$ cat config.mk
export PLATFORM = sky130hd
export DESIGN_NAME = read_wrap_training
export DESIGN_NICKNAME = d
export VERILOG_FILES = /design/src/core/read_wrap_training.v
export VERILOG_INCLUDE_DIRS = /design/src /design/src/shared
export SDC_FILE = /design/constraint.sdc
export NUM_CORES = 1
export LEC_CHECK = 0
export BUFFER_PORTS_ARGS = -buffer_cell sky130_fd_sc_hd__clkbuf_2
export CORE_ASPECT_RATIO = 0.6
export CORE_MARGIN = 1.5
export CORE_UTILIZATION = 25
export CTS_CLUSTER_SIZE = 8
export DETAILED_ROUTE_END_ITERATION = 8
export GPL_TIMING_DRIVEN = 0
export PLACE_DENSITY = 0.44
export SETUP_SLACK_MARGIN = 0.05
export SLEW_MARGIN = 20
export SYNTH_ARGS = -nofsm -noshare
export SYNTH_HDL_FRONTEND = slang
export SYNTH_SLANG_ARGS = --single-unit
$ cat constraint.sdc
create_clock -name clk_sys -period 5.76 [get_ports clk_sys]
set_input_delay 1.152 -clock clk_sys [delete_from_list [all_inputs] [get_ports clk_sys]]
set_output_delay 1.152 -clock clk_sys [all_outputs]
set_load 0.02 [all_outputs]
$ cat src/shared/read_wrap_consts.vh
// Purpose: constants for the read wrap / training pattern block
// Assumes: apb byte addresses are four times the configuration index
// Notes: definitions only
`ifndef READ_WRAP_CONSTS_VH
`define READ_WRAP_CONSTS_VH
`define IDX_DUMMY 8'h01
`define IDX_WRAP 8'h07
`define IDX_TRAIN 8'h0a
`define IDX_SWSEL 8'h0b
`define IDX_CMD 8'h10
`define IDX_STAT 8'h11
`define IDX_START 8'h12
`define WRAP_CONT 8'hff
`define WRAP_64 8'hfe
`define WRAP_32 8'hfd
`define WRAP_16 8'hfc
`define TRAIN_RST 8'h55
`define SWSEL_RST 8'hff
`define SWSEL_BIT 6
`define DUMMY_RST 8'h1f
`define DUMMY_DEF 5'd18
`define DUMMY_MAX 8'h1e
`define TRAIN_EXTRA 5'd2
`define OCT_DDR_MIN 5'd3
`define CMD_READ 2'd1
`define CMD_TRAIN 2'd2
`endif

$ cat src/core/read_wrap_training.v
// Purpose: read output side of an octal serial flash: wrap sequencing,
//   training pattern lanes and dummy cycle wait, driven by the link clock
// Assumes: apb slave on clk_sys; link clock sclk and select csn are pins
// Notes: one data item per sclk rising edge; ddr is outside this block
// How it works
// wrapped reads walk to the end of the aligned 16/32/64 byte block and restart at its start.
// with the switching select bit set, all eight lanes carry the same training bit.
// with the switching select bit clear, lane three carries the inverted training bit.
// the training byte lives in configuration index 0ah and software may rewrite it.
// the training byte goes out msb first, bit 7 down to bit 0.
// after reset the training byte is 55h with no inverted lane.
// the host must pick enough dummy cycles; octal ddr below 3 is not allowed.
// wrap byte ffh is continuous, feh/fdh/fch give 64/32/16 byte wrap.
// dummy byte 01h..1eh gives that many cycles, 00h and 1fh the default.
// a training read waits two more dummy cycles than the configured count.
//
// Added by the designer: the APB register port.
`timescale 1ns/1ns
`include "read_wrap_consts.vh"
module read_wrap_training #(
  parameter ADDR_W = 23
) (
  input wire clk_sys,
  input wire rstn,
  input wire psel,
  input wire penable,
  input wire pwrite,
  input wire [11:0] paddr,
  input wire [31:0] pwdata,
  output reg [31:0] prdata,
  output wire pready,
  output wire pslverr,
  input wire sclk,
  input wire csn,
  output reg [7:0] dataOut,
  output reg dataOe,
  output reg [ADDR_W-1:0] memAddr,
  input wire [7:0] memData
);
  // configuration bytes
  reg [7:0] dummyCfg_q;
  reg [7:0] wrapCfg_q;
  reg [7:0] trainPat_q;
  reg [7:0] swSel_q;
  reg [1:0] cmd_q;
  reg [ADDR_W-1:0] startAddr_q;
  reg lowDummy_q;
  // link sampling, two stages before use
  reg sclkS1_q, sclkS2_q, sclkS3_q;
  reg csnS1_q, csnS2_q;
  // sequencer
  localparam ST_IDLE = 3'b001;
  localparam ST_WAIT = 3'b010;
  localparam ST_DATA = 3'b100;
  reg [2:0] state_q;
  // six bits: 30 dummies plus the two training extras makes 32,
  // which a five bit counter would silently wrap to zero
  reg [5:0] waitCnt_q;
  reg [2:0] bitIdx_q;
  reg [ADDR_W-1:0] addr_q;

  wire [9:0] regIdx = paddr[11:2];
  wire acc = psel && penable;
  wire wr = acc && pwrite;
  wire sclkRise = sclkS2_q && !sclkS3_q;
  wire active = !csnS2_q;

  // effective dummy count, reserved codes fall back to default
  function [4:0] dummyCount;
    input [7:0] cfg;
    begin
      if (cfg == 8'h00 || cfg > `DUMMY_MAX)
        dummyCount = `DUMMY_DEF;
      else
        dummyCount = cfg[4:0];
    end
  endfunction

  // next address within the wrap block; reserved codes read continuous
  function [ADDR_W-1:0] nextAddr;
    input [ADDR_W-1:0] a;
    input [7:0] cfg;
    reg [ADDR_W-1:0] inc;
    begin
      inc = a + {{(ADDR_W-1){1'b0}}, 1'b1};
      case (cfg)
        `WRAP_64: nextAddr = {a[ADDR_W-1:6], inc[5:0]};
        `WRAP_32: nextAddr = {a[ADDR_W-1:5], inc[4:0]};
        `WRAP_16: nextAddr = {a[ADDR_W-1:4], inc[3:0]};
        default: nextAddr = inc;
      endcase
    end
  endfunction

  // zero wait states; unmapped index gives pslverr
  // refused writes leave every register untouched
  assign pready = 1'b1;
  assign pslverr = acc && !(regIdx == `IDX_DUMMY || regIdx == `IDX_WRAP ||
    regIdx == `IDX_TRAIN || regIdx == `IDX_SWSEL || regIdx == `IDX_CMD ||
    regIdx == `IDX_STAT || regIdx == `IDX_START);

  // register writes
  always @(posedge clk_sys) begin
    if (!rstn) begin
      dummyCfg_q <= `DUMMY_RST;
      wrapCfg_q <= `WRAP_CONT;
      trainPat_q <= `TRAIN_RST;
      swSel_q <= `SWSEL_RST;
      cmd_q <= 2'd0;
      startAddr_q <= {ADDR_W{1'b0}};
    end else if (wr) begin
      case (regIdx)
        `IDX_DUMMY: dummyCfg_q <= pwdata[7:0];
        `IDX_WRAP: wrapCfg_q <= pwdata[7:0];
        `IDX_TRAIN: trainPat_q <= pwdata[7:0];
        `IDX_SWSEL: swSel_q <= pwdata[7:0];
        `IDX_CMD: cmd_q <= pwdata[1:0];
        `IDX_START: startAddr_q <= pwdata[ADDR_W-1:0];
        default: cmd_q <= cmd_q;
      endcase
    end
  end

  // read mux; status shows state, too-few-dummy flag, current address
  always @* begin
    prdata = 32'h00000000;
    case (regIdx)
      `IDX_DUMMY: prdata[7:0] = dummyCfg_q;
      `IDX_WRAP: prdata[7:0] = wrapCfg_q;
      `IDX_TRAIN: prdata[7:0] = trainPat_q;
      `IDX_SWSEL: prdata[7:0] = swSel_q;
      `IDX_CMD: prdata[1:0] = cmd_q;
      // warning on top, address in the middle, one-hot state at the bottom
      `IDX_STAT: prdata = {lowDummy_q, {(28-ADDR_W){1'b0}}, addr_q, state_q};
      `IDX_START: prdata[ADDR_W-1:0] = startAddr_q;
      default: prdata = 32'h00000000;
    endcase
  end

  // live warning: dummy count below the octal ddr minimum
  // recomputed every cycle so it follows the register, not sticky;
  // the device cannot refuse the setting, only report it
  always @(posedge clk_sys) begin
    if (!rstn)
      lowDummy_q <= 1'b0;
    else
      lowDummy_q <= dummyCount(dummyCfg_q) < `OCT_DDR_MIN;
  end

  // synchronise the link pins; third stage only for edge finding
  always @(posedge clk_sys) begin
    if (!rstn) begin
      sclkS1_q <= 1'b0;
      sclkS2_q <= 1'b0;
      sclkS3_q <= 1'b0;
      csnS1_q <= 1'b1;
      csnS2_q <= 1'b1;
    end else begin
      sclkS1_q <= sclk;
      sclkS2_q <= sclkS1_q;
      sclkS3_q <= sclkS2_q;
      csnS1_q <= csn;
      csnS2_q <= csnS1_q;
    end
  end

  // sequencer: dummy wait, then one item per link clock rise
  always @(posedge clk_sys) begin
    if (!rstn || !active) begin
      state_q <= ST_IDLE;
      waitCnt_q <= 6'd0;
      bitIdx_q <= 3'd7;
      addr_q <= {ADDR_W{1'b0}};
      dataOe <= 1'b0;
      dataOut <= 8'h00;
    end else begin
      case (state_q)
        ST_IDLE: begin
          addr_q <= startAddr_q;
          bitIdx_q <= 3'd7;
          if (cmd_q == `CMD_TRAIN)
            waitCnt_q <= {1'b0, dummyCount(dummyCfg_q)} + {1'b0, `TRAIN_EXTRA};
          else
            waitCnt_q <= {1'b0, dummyCount(dummyCfg_q)};
          if (cmd_q == `CMD_READ || cmd_q == `CMD_TRAIN)
            state_q <= ST_WAIT;
        end
        // count never starts at zero: the decoded dummy count is at least one
        ST_WAIT: begin
          if (sclkRise) begin
            waitCnt_q <= waitCnt_q - 6'd1;
            if (waitCnt_q == 6'd1)
              state_q <= ST_DATA;
          end
        end
        ST_DATA: begin
          if (sclkRise) begin
            dataOe <= 1'b1;
            if (cmd_q == `CMD_TRAIN) begin
              // msb first, same bit on every lane except lane three when the switching select bit is clear
              dataOut <= {8{trainPat_q[bitIdx_q]}};
              if (!swSel_q[`SWSEL_BIT])
                dataOut[3] <= ~trainPat_q[bitIdx_q];
              bitIdx_q <= bitIdx_q - 3'd1;
            end else begin
              dataOut <= memData;
              addr_q <= nextAddr(addr_q, wrapCfg_q);
            end
          end
        end
        default: state_q <= ST_IDLE;
      endcase
    end
  end

  // memory address follows the sequencer
  // one cycle behind addr_q, well inside one link clock period
  always @(posedge clk_sys) begin
    if (!rstn)
      memAddr <= {ADDR_W{1'b0}};
    else
      memAddr <= addr_q;
  end
endmodule // read_wrap_training

# Word-level counts from Yosys, hierarchy flattened
# Cells that the tools add are included.
[classes]
magnitude_cmp = 3
eq_ne = 25
n_addsub = 4
reduce_logical = 33
n_bitwise = 2
n_mux = 27
[ops]
columns = ["op", "count"]
rows = [
  ["$pmux 23 s3", 1],
  ["$mux 23", 2],
  ["$pmux 23 s2", 1],
  ["$pmux 6 s6", 1],
  ["$eq 10x5->1 const B", 3],
  ["$pmux 15 s2", 1],
  ["$mux 5", 5],
  ["$eq 8x8->1 const B", 3],
  ["$add 23x1->23 const B", 1],
  ["$eq 10x4->1 const B", 2],
  ["$ne 2x2->1 const B", 9],
  ["$reduce_and 2->1", 8],
  ["$mux 3", 5],
  ["$pmux 2 s7", 1],
  ["$mux 6", 2],
  ["$pmux 6 s2", 1],
  ["$eq 10x1->1 const B", 1],
  ["$eq 10x3->1 const B", 1],
  ["$logic_or 1x1->1", 9],
  ["$mux 9", 1],
  ["$pmux 3 s3", 1],
  ["$gt 8x5->1 const B", 1],
  ["$logic_not 8->1", 1],
  ["$mux 8", 1],
  ["22 further kinds", 32],
]
[word_totals]
inputBits = 59
out_inout_bits = 66
regBits = 130
elab_cells = 116

# Logic depth before layout (Yosys ltp)
# Gate-level depths: netlist of run 1.
[depth]
word_depth = 9
ltp_mapped = 9
depth_no_buf = 8

# Worst setup path after synthesis of run 1
# No wires, ideal clock.
[synth_path]
path_type = "input -> output"
startpoint = "input paddr[2]"
endpoint = "output pslverr"
t_arrival_ns = 2.777
stages = 4
path_buffers = 1
required_time_ns = 4.608
slack_ns = 1.831
cell_sequence = "buf_2 -> nor3_1 -> a21o_1 -> a2111oi_0"
[synth_via]
elab_chain_len = 9
elab_cells_between_ends = 15
[synth_rtl]
columns = ["item", "line", "text"]
rows = [
  ["from (decl)", "read_wrap_training.v:28", "input wire [11:0] paddr,"],
  ["$eq 10x1->1 / $eq 10x3->1 (equally long branches)", "--", ""],
  ["$logic_or 1x1->1 (no line) (5 in a row)", "--", ""],
  ["$logic_or 1x1->1 (no line) *", "--", ""],
  ["$logic_not 1->1 *", "read_wrap_training.v:98", "assign pslverr = acc && !(regIdx == `IDX_DUMMY || regIdx == `IDX_WRAP ||"],
  ["$logic_and 1x1->1 *", "read_wrap_training.v:98", ""],
  ["to (decl)", "read_wrap_training.v:32", "output wire pslverr,"],
]
# Every way passes the cells marked *; elsewhere a longest branch is shown, timed or not.

# Worst setup path in the final report of run 1
[layout_path]
startpoint = "input paddr[9]"
endpoint = "output prdata[8]"
[layout_via]
elab_chain_len = 2
elab_cells_between_ends = 3
[layout_rtl]
columns = ["item", "line", "text"]
rows = [
  ["$eq 10x5->1", "read_wrap_training.v:127", "case (regIdx)"],
  ["$pmux 15 s2 *", "read_wrap_training.v:127", ""],
  ["to (decl)", "read_wrap_training.v:30", "output reg [31:0] prdata,"],
]
# Marks and branches as above.

==> results of run 1 <==
## sequential cells by signal, indices dropped and copies added, names as in the netlist, 2 cells and up
name and cells:
trainPat_q 8, memAddr 23, dummyCfg_q 8, addr_q 23
cmd_q 2, wrapCfg_q 8, dataOut 8, waitCnt_q 6
state_q 3, swSel_q 8, bitIdx_q 3, startAddr_q 23
## worst register-to-register path, stage by stage, from the launching register on
cell and delay, ns:
dfxtp_1 0.36, inv_1 0.05, ha_1 0.22, clkbuf_1 0.29
o41a_4 0.59, a31o_1 0.26, buf_2 0.23, a211oi_1 0.23
nor3_1 0.06
## per-stage QoR
stage	power, W	setup WS, ns	area (um^2)	hold slack (ns)
CTS	0.00211	1.41	7870	0.443
floorplan	0.000957	1.83	6340	0.386
detailed placement	0.000998	1.43	7280	0.428
global placement	0.000998	1.41	7280	0.418
global route	0.00215	1.30	7870	0.461
finish	0.00209	1.46	7870	0.441
## layer usage
metal	vias to the layer above	routed length, um
met3	16	1750
met5	-	0
met1	2905	13400
met2	224	8540
met4	0	197
li1	2989	-
## layout make-up
type / instances / area (um^2) / share of cell area [%]
repair buffers: 107 / 536 / 6.80
inverters: 7 / 26.3 / 0.334
plain buffers: 68 / 317 / 4.02
multi-input cells: 554 / 3400 / 43.2
flip-flops and latches: 130 / 2600 / 33.1
clock buffers: 24 / 492 / 6.25
clock inverters: 8 / 100 / 1.27
well taps: 322 / 403 / 5.12
## how the worst max path moves through the flow
stage          startpoint         to  slack [ns]  cells past startpoint
2_1_floorplan    paddr[2]    pslverr        1.83                      4
3_3_place_gp     paddr[9]  prdata[8]        1.41                      7
3_5_place_dp     paddr[9]  prdata[8]        1.43                      7
4_1_cts          paddr[9]  prdata[8]        1.41                      7
5_1_grt          paddr[9]  prdata[2]        1.30                      8
6_report         paddr[9]  prdata[8]        1.46                      7
## cell families after synthesis
group	share of synthesized area, %
and+or+nand+nor	27.2
xor gates and xnor gates	0.692
buffers and inverters	5.42
other	0.119
AOI/OAI and AO/OA	19.1
DFF	41.1
adders and majority gates	1.19
muxes	5.16
## synth_stat cells, drive strengths merged, types with 10 or more instances
master  number
clkbuf      38
o21ai       48
a21oi       28
and2        40
buf         30
nand2      110
nand2b      10
a22o        15
nor3        10
nand3       79
nor2        29
mux2i       27
dfxtp      130
o211ai      13
## power by group through the flow
stage | combinational [W] | sequential (W) | clock (W)
after global placement | 0.0000761 | 0.000922 | 0
after global routing | 0.0000829 | 0.000902 | 0.00117
after floorplan | 0.0000355 | 0.000922 | 0
after detailed placement | 0.0000762 | 0.000922 | 0
after CTS | 0.0000765 | 0.000902 | 0.00113
final | 0.0000767 | 0.000902 | 0.00111
==> results.yml, run 1 <==
drt:
  routed_wl_mm: 23.9
  vias: 6134
  firstDrtPassIters: 6
  drt-wirelength-per-cell_um: 19.6
  postRouteAntennaNets: 0
  remaining_drc_errors: 0
  post_detailed_route_via_to_cell_ratio: 5.03
  drt-initial-drc-count: 545
timing:
  clock.fmax_mhz: 232
  worst_pin_slew_ns: 0.913
  min_period_over_period_pct: 74.7
  finalHoldViolCount: 0
  headroom_to_the_max_slew_limit_pct: 39.0
  grt_setup_unrepaired: "no"
  report.final.slew_viol_count: 0
  setup_viol: 0
  fin_worst_skew_ns: 0.0101
  fin_setup_tns_ns: 0
  layout_min_cycle_time_ns: 4.30
layout:
  most_frequent_cells_in_the_layout: "dfxtp_1 (130), nand2_1 (109), clkbuf_2 (107)"
  utilization_pct: 32.1
  area_growth_syn_to_layout_pct: 24.4
  fillers: 2668
  post_route_cells_drive_above_1_share_pct: 19.6
  most_frequent_standard_cell_in_the_layout_excluding_fill_and_tap_cells: "dfxtp_1"
  final_instance_count_without_filler_cells: 1220
  nets: 950
  antenna_cells_inserted: 0
global_route:
  gr-usage-met2_pct: 22.4
  via_count_of_the_first_global_routing_pass: 5687
  grt_first_pass_wirelength_mm: 35.9
  groute.layer.met3.usage_pct: 4.71
  antenna_found_initial: 0
  maximum_number_of_pins_on_one_net_before_global_route_repair: 17
  globalRouteMet1Util_pct: 30.1
  grt_util_all_layers_pct: 18.3
  globalRoute.totalOverflow: 0
  busiest_layer: "met1"
synthesis:
  netlist_instances: 755
  syn-cell-area_um2: 6330
  synth_enable_flop_cells: 0
  synth.yosys.seq_area_share_pct: 41.1
  yosys_warnings: 0
  post_synth_num_cell_types: 75
  avgSynthCellArea_um2: 8.38
  synth_top_area_share_pct: 41.1
  synth-seq-cells: 130
  async_reset_ff_share_pct: 0
  synth_ff_type: "dfxtp_1"
  top_area_cells_in_the_synthesized_netlist: "dfxtp_1 (41%), nand2_1 (6.5%), nand3_1 (6.2%)"
  synth.largest_area_cell: "dfxtp_1"
power:
  power.switching_fraction_pct: 23.0
  p_sw_w: 0.000480
  cellLeakagePower_nw: 3.32
  comb_power_share_pct: 3.7
  power_frac_clock_pct: 53.2
  peakVddDrop_mv: 0.181
  power.density_nw_per_um2: 266
  cell_internal_power_w: 0.00161
  p_seq_share_pct: 43.2
worst_hold_path:
  min_to: "sclkS2_q"
  hold-path-cell-count: 1
  hold_start: "sclkS1_q"
  min-delay-path-class: "reg2reg"
die:
  dieWidth_um: 208
  initial_utilization_pct: 25.8
  die_h_um: 126
  placeableCoreArea_um2: 24500
  placement_rows: 44
  design.die.area_um2: 26300
  top_level_ports: 125
critical_path:
  worst-path-buf-inv: 4
  critical_path_arrival_ns: 3.15
  cp_max_fo: 10
  cp_data_required_time_ns: 4.61
  startpoint_type: "input pin"
  rr_startpoint: "cmd_q[0]"
  crit_chain: "clkbuf_2 -> or4_1 -> buf_2 -> nor3_4 -> buf_2 -> a22o_1 -> clkbuf_2"
  r2r_slack_ns: 3.31
  critPathMaxStageDelay_ns: 0.51
  path_delay_family: "simple AND/OR/NAND/NOR gates"
  critical_path.endpoint_type: "primary output"
  timing.setup.critical_path_class: "in2out"
  critPathSlowestCell: "or4_1"
  reg2reg_depth: 8
  critical_path.reg2reg.endpoint: "addr_q[6]"
cts:
  post-cts-setup-buffer-count: 0
  clock_sink_count: 130
  ctsRootBufferMaster: "clkbuf_16"
  htree_num_levels: 4
  clock_latency_reported_for_the_late_side_of_the_worst_skew_pair_ns: 0.43
  cts.path.max_buffers: 2
  cts-hold-fix-buffers: 0
  clkSlewWorstSetupHoldPaths_ns: 0.06
  cts_repair_resize_count: 0
  cts-buffers-inserted: 17
  cts_tree: "built"
place:
  globalplace.congestion: 0.859
  detail_placement_hpwl_mm: 18.2
  buffer_ports.inserted: 107
  dp.cells: 1188
run_status:
  result_of_the_run: "complete, no violations"
flow_run:
  drv_cap: 0
Power figures use the tool's default switching activity.
==> run 2: changes to the inputs <==
- PLACE_DENSITY: 0.44 -> 0.46
- clock period: 5.76 -> 3.73 ns (I/O delays scaled with it)
==> results.yml, run 2 (synthesis gave the netlist of run 1 again) <==
critical_path:
  worst-path-buf-inv: 4
  critical_path_arrival_ns: 2.74
  critPathMaxStageDelay_ns: 0.51
  critical_path.endpoint_type: "primary output"
  cp_max_fo: 10
  critPathSlowestCell: "or4_1"
  cp_data_required_time_ns: 2.98
  timing.setup.critical_path_class: "in2out"
  startpoint_type: "input pin"
  path_delay_family: "simple AND/OR/NAND/NOR gates"
  crit_chain: "clkbuf_2 -> or4_1 -> buf_2 -> nor3_4 -> buf_2 -> a22o_1 -> clkbuf_2"
timing:
  fin_setup_tns_ns: 0
  grt_setup_unrepaired: "no"
  fin_worst_skew_ns: 0.0138
  setup_viol: 0
  clock.fmax_mhz: 287
  hold_ws_ns: 0.411
  worst_pin_slew_ns: 0.799
  layout_min_cycle_time_ns: 3.49
  finalHoldViolCount: 0
  headroom_to_the_max_slew_limit_pct: 46.6
  report.final.slew_viol_count: 0
  min_period_over_period_pct: 93.6
layout:
  post_route_cells_drive_above_1_share_pct: 19.5
  antenna_cells_inserted: 0
  final-seq-area_um2: 2600
  final_instance_count_without_filler_cells: 1219
  most_frequent_standard_cell_in_the_layout_excluding_fill_and_tap_cells: "dfxtp_1"
  total_area_of_multi_input_combinational_cells_um2: 3400
  finish.instance_area_um2: 7850
  utilization_pct: 32.1
  biggestRegsByFlops: "addr_q x23, memAddr x23, startAddr_q x23"
  area_growth_syn_to_layout_pct: 24.1
  fillers: 2619
  nets: 950
  most_frequent_cells_in_the_layout: "dfxtp_1 (130), nand2_1 (109), clkbuf_2 (107)"
power:
  power.density_nw_per_um2: 404
  peakVddDrop_mv: 0.261
  cellLeakagePower_nw: 3.30
global_route:
  antenna_found_initial: 0
  grt_util_all_layers_pct: 17.7
  globalRoute.totalOverflow: 0
  via_count_of_the_first_global_routing_pass: 5502
  maximum_number_of_pins_on_one_net_before_global_route_repair: 17
  grt_first_pass_wirelength_mm: 35.1
place:
  buffer_ports.inserted: 107
  detail_placement_hpwl_mm: 17.7
  dp.cells: 1188
  placed_area_um2: 7280
  globalplace.congestion: 0.885
cts:
  cts.path.max_buffers: 2
  cts_repair_resize_count: 0
  cts-buffers-inserted: 17
  clock_latency_reported_for_the_late_side_of_the_worst_skew_pair_ns: 0.42
  cts_tree: "built"
  clkSlewWorstSetupHoldPaths_ns: 0.06
  clock_sink_count: 130
  post-cts-setup-buffer-count: 0
  ctsRootBufferMaster: "clkbuf_16"
  cts-hold-fix-buffers: 0
  htree_num_levels: 4
drt:
  vias: 6108
  drt-wirelength-per-cell_um: 19.0
  post_detailed_route_via_to_cell_ratio: 5.01
  routed_wl_mm: 23.2
  firstDrtPassIters: 8
  postRouteAntennaNets: 0
  drt-initial-drc-count: 663
  remaining_drc_errors: 0
die:
  top_level_ports: 125
  placeableCoreArea_um2: 24500
  placement_rows: 44
  die_h_um: 126
  design.die.area_um2: 26300
  dieWidth_um: 208
  initial_utilization_pct: 25.8
worst_hold_path:
  min-delay-path-class: "reg2reg"
flow_run:
  drv_cap: 0
run_status:
  result_of_the_run: "complete, no violations"
[run 2: changes by cell type in the layout (fill, tap and decap cells not counted), sizes merged]
| cell | before | now |
|---|---|---|
| inv | 8 | 7 |
| clkinvlp | 1 | 2 |
| clkinv | 4 | 5 |
| clkbuf | 169 | 167 |
[run 2: metrics by stage]
stage | power [W] | setup WS, ns
detailed placement | 0.00154 | 0.237
global placement | 0.00154 | 0.236
floorplan | 0.00148 | 0.613
global route | 0.00327 | 0.118
finish | 0.00317 | 0.240
CTS | 0.00320 | 0.234
[run 2: path summary, 6_finish.rpt]
kind / from / to / slack (ns) / cells after the start
max: paddr[9] / prdata[8] / 0.24 / 7
min: csnS1_q / csnS2_q / 0.41 / 1
max reg2reg: dummyCfg_q[7] / waitCnt_q[5] / 1.29 / 8
min reg2reg: csnS1_q / csnS2_q / 0.41 / 1
[run 2: area by class of cell]
cell class	instances	share of cell area (%)
Clock inverter	9	1.37
Buffer	68	4.03
Clock buffer	22	5.91
Timing Repair Buffer	107	6.82
Tap cell	322	5.13
Sequential cell	130	33.1
Inverter	7	0.335
Multi-Input combinational cell	554	43.3
[run 2: metal layers]
metal / up-vias / track usage [%] / routed length, um
met5: - / 0 / 0
met4: 0 / 2.62 / 58
met3: 5 / 5.11 / 1740
met2: 225 / 21.5 / 8500
met1: 2889 / 29.4 / 12900
li1: 2989 / - / -
[run 2: where the power goes]
group / switching (W) / internal [W]
Sequential: 0.00000221 / 0.00139
Clock: 0.000646 / 0.00101
Combinational: 0.0000759 / 0.0000403
==> run 3: changes to the inputs <==
- CORE_ASPECT_RATIO: 0.6 -> default
==> results.yml, run 3 (synthesis gave the netlist of run 1 again) <==
critical_path:
  r2r_slack_ns: 1.39
  cp_data_required_time_ns: 2.98
  reg2reg_depth: 8
  critical_path.reg2reg.endpoint: "addr_q[6]"
  cp_max_fo: 10
  worst_setup_path_startpoint: "paddr[9]"
  critPathSlowestCell: "clkbuf_1"
  timing.setup.critical_path_class: "in2out"
  critical_path.endpoint_type: "primary output"
  crit_path_end: "prdata[5]"
  startpoint_type: "input pin"
  crit_chain: "clkbuf_2 -> nor4_2 -> and4b_1 -> clkbuf_1 -> clkbuf_1 -> a222oi_1 -> o211ai_1 -> clkbuf_2"
  critPathMaxStageDelay_ns: 0.43
  critical_path_arrival_ns: 2.80
  rr_startpoint: "cmd_q[0]"
worst_hold_path:
  hold_start: "csnS1_q"
  min-delay-path-class: "reg2reg"
timing:
  layout_min_cycle_time_ns: 3.54
  setup_viol: 0
  headroom_to_the_max_slew_limit_pct: 50.3
  hold_ws_ns: 0.409
  clock.fmax_mhz: 282
  worst_pin_slew_ns: 0.744
  report.final.slew_viol_count: 0
  finalHoldViolCount: 0
  grt_setup_unrepaired: "no"
  fin_setup_tns_ns: 0
  fin_worst_skew_ns: 0.00601
  min_period_over_period_pct: 94.9
place:
  placed_area_um2: 7290
  dp.cells: 1196
  globalplace.congestion: 0.865
  detail_placement_hpwl_mm: 16.4
  buffer_ports.inserted: 107
global_route:
  grt_util_all_layers_pct: 16.8
  maximum_number_of_pins_on_one_net_before_global_route_repair: 17
  antenna_found_initial: 0
  globalRoute.totalOverflow: 0
  grt_first_pass_wirelength_mm: 33.4
  via_count_of_the_first_global_routing_pass: 5585
drt:
  drt-wirelength-per-cell_um: 17.6
  post_detailed_route_via_to_cell_ratio: 4.94
  routed_wl_mm: 21.7
  postRouteAntennaNets: 0
  drt-initial-drc-count: 583
  firstDrtPassIters: 5
  remaining_drc_errors: 0
  vias: 6065
layout:
  biggestRegsByFlops: "addr_q x23, memAddr x23, startAddr_q x23"
  most_frequent_cells_in_the_layout: "dfxtp_1 (130), nand2_1 (109), clkbuf_2 (107)"
  final_instance_count_without_filler_cells: 1228
  post_route_cells_drive_above_1_share_pct: 19.9
  area_growth_syn_to_layout_pct: 25.2
  antenna_cells_inserted: 0
  fillers: 2721
  most_frequent_standard_cell_in_the_layout_excluding_fill_and_tap_cells: "dfxtp_1"
  nets: 950
  finish.instance_area_um2: 7930
cts:
  htree_num_levels: 4
  clock_latency_reported_for_the_late_side_of_the_worst_skew_pair_ns: 0.42
  cts_repair_resize_count: 0
  cts_tree: "built"
  clock_sink_count: 130
  cts-hold-fix-buffers: 0
  cts.path.max_buffers: 2
  post-cts-setup-buffer-count: 0
  ctsRootBufferMaster: "clkbuf_16"
  clkSlewWorstSetupHoldPaths_ns: 0.06
  cts-buffers-inserted: 17
power:
  cellLeakagePower_nw: 3.32
  peakVddDrop_mv: 0.179
  power.density_nw_per_um2: 417
die:
  top_level_ports: 125
  placement_rows: 58
  dieWidth_um: 162
  placeableCoreArea_um2: 25000
  die_h_um: 162
  design.die.area_um2: 26300
  initial_utilization_pct: 25.3
flow_run:
  drv_cap: 0
run_status:
  result_of_the_run: "complete, no violations"
[run 3: changes by cell type in the layout (fill, tap and decap cells not counted), sizes merged]
cell	before	now
clkinvlp	2	4
bufinv	2	4
inv	7	9
clkbuf	167	162
[run 3: per-stage QoR]
| step | utilization, % | setup WS (ns) | power (W) |
|---|---|---|---|
| 4_1_cts | 31.7 | 0.157 | 0.00334 |
| 2_1_floorplan | - | 0.613 | 0.00148 |
| 6_report | 31.7 | 0.189 | 0.00330 |
| 3_5_place_dp | 29.1 | 0.166 | 0.00154 |
| 3_3_place_gp | 29.1 | 0.174 | 0.00154 |
| 5_1_grt | 31.7 | 0.0526 | 0.00342 |
[run 3: worst min path at each step]
stage / depth (start not counted) / end
after floorplan: 1 / csnS2_q
after detailed placement: 1 / csnS2_q
after global placement: 1 / csnS2_q
final: 1 / csnS2_q
after global routing: 1 / csnS2_q
after CTS: 1 / csnS2_q
[run 3: layout make-up]
| type | count | area [um^2] | area share, % |
|---|---|---|---|
| clock inverters | 15 | 208 | 2.62 |
| clock buffers | 17 | 425 | 5.37 |
| repair buffers | 107 | 536 | 6.76 |
| flip-flops and latches | 130 | 2600 | 32.8 |
| inverters | 7 | 26.3 | 0.332 |
| well taps | 330 | 413 | 5.21 |
| plain buffers | 68 | 317 | 3.99 |
| multi-input cells | 554 | 3400 | 42.9 |
[run 3: worst max-delay path, delay by kind of cell]
family / cells / cell delay [ns]
buffers and inverters: 4 / 1.01
AND/OR/NAND/NOR: 2 / 0.61
AO/OA/AOI/OAI: 2 / 0.41
[run 3: power breakdown]
group          switching (W)  total [W]  internal (W)
sequential        0.00000190    0.00139       0.00139
clock               0.000672    0.00180       0.00112
combinational      0.0000746   0.000115     0.0000402
[run 3: layer usage]
layer  vias up  share of wire (%)  track usage, %
li1       2981                  -               -
met1      2836                 49            24.5
met2       213                 43            23.9
met3        35                5.2            2.91
met4         0                2.9            7.13
met5         -                  0               0
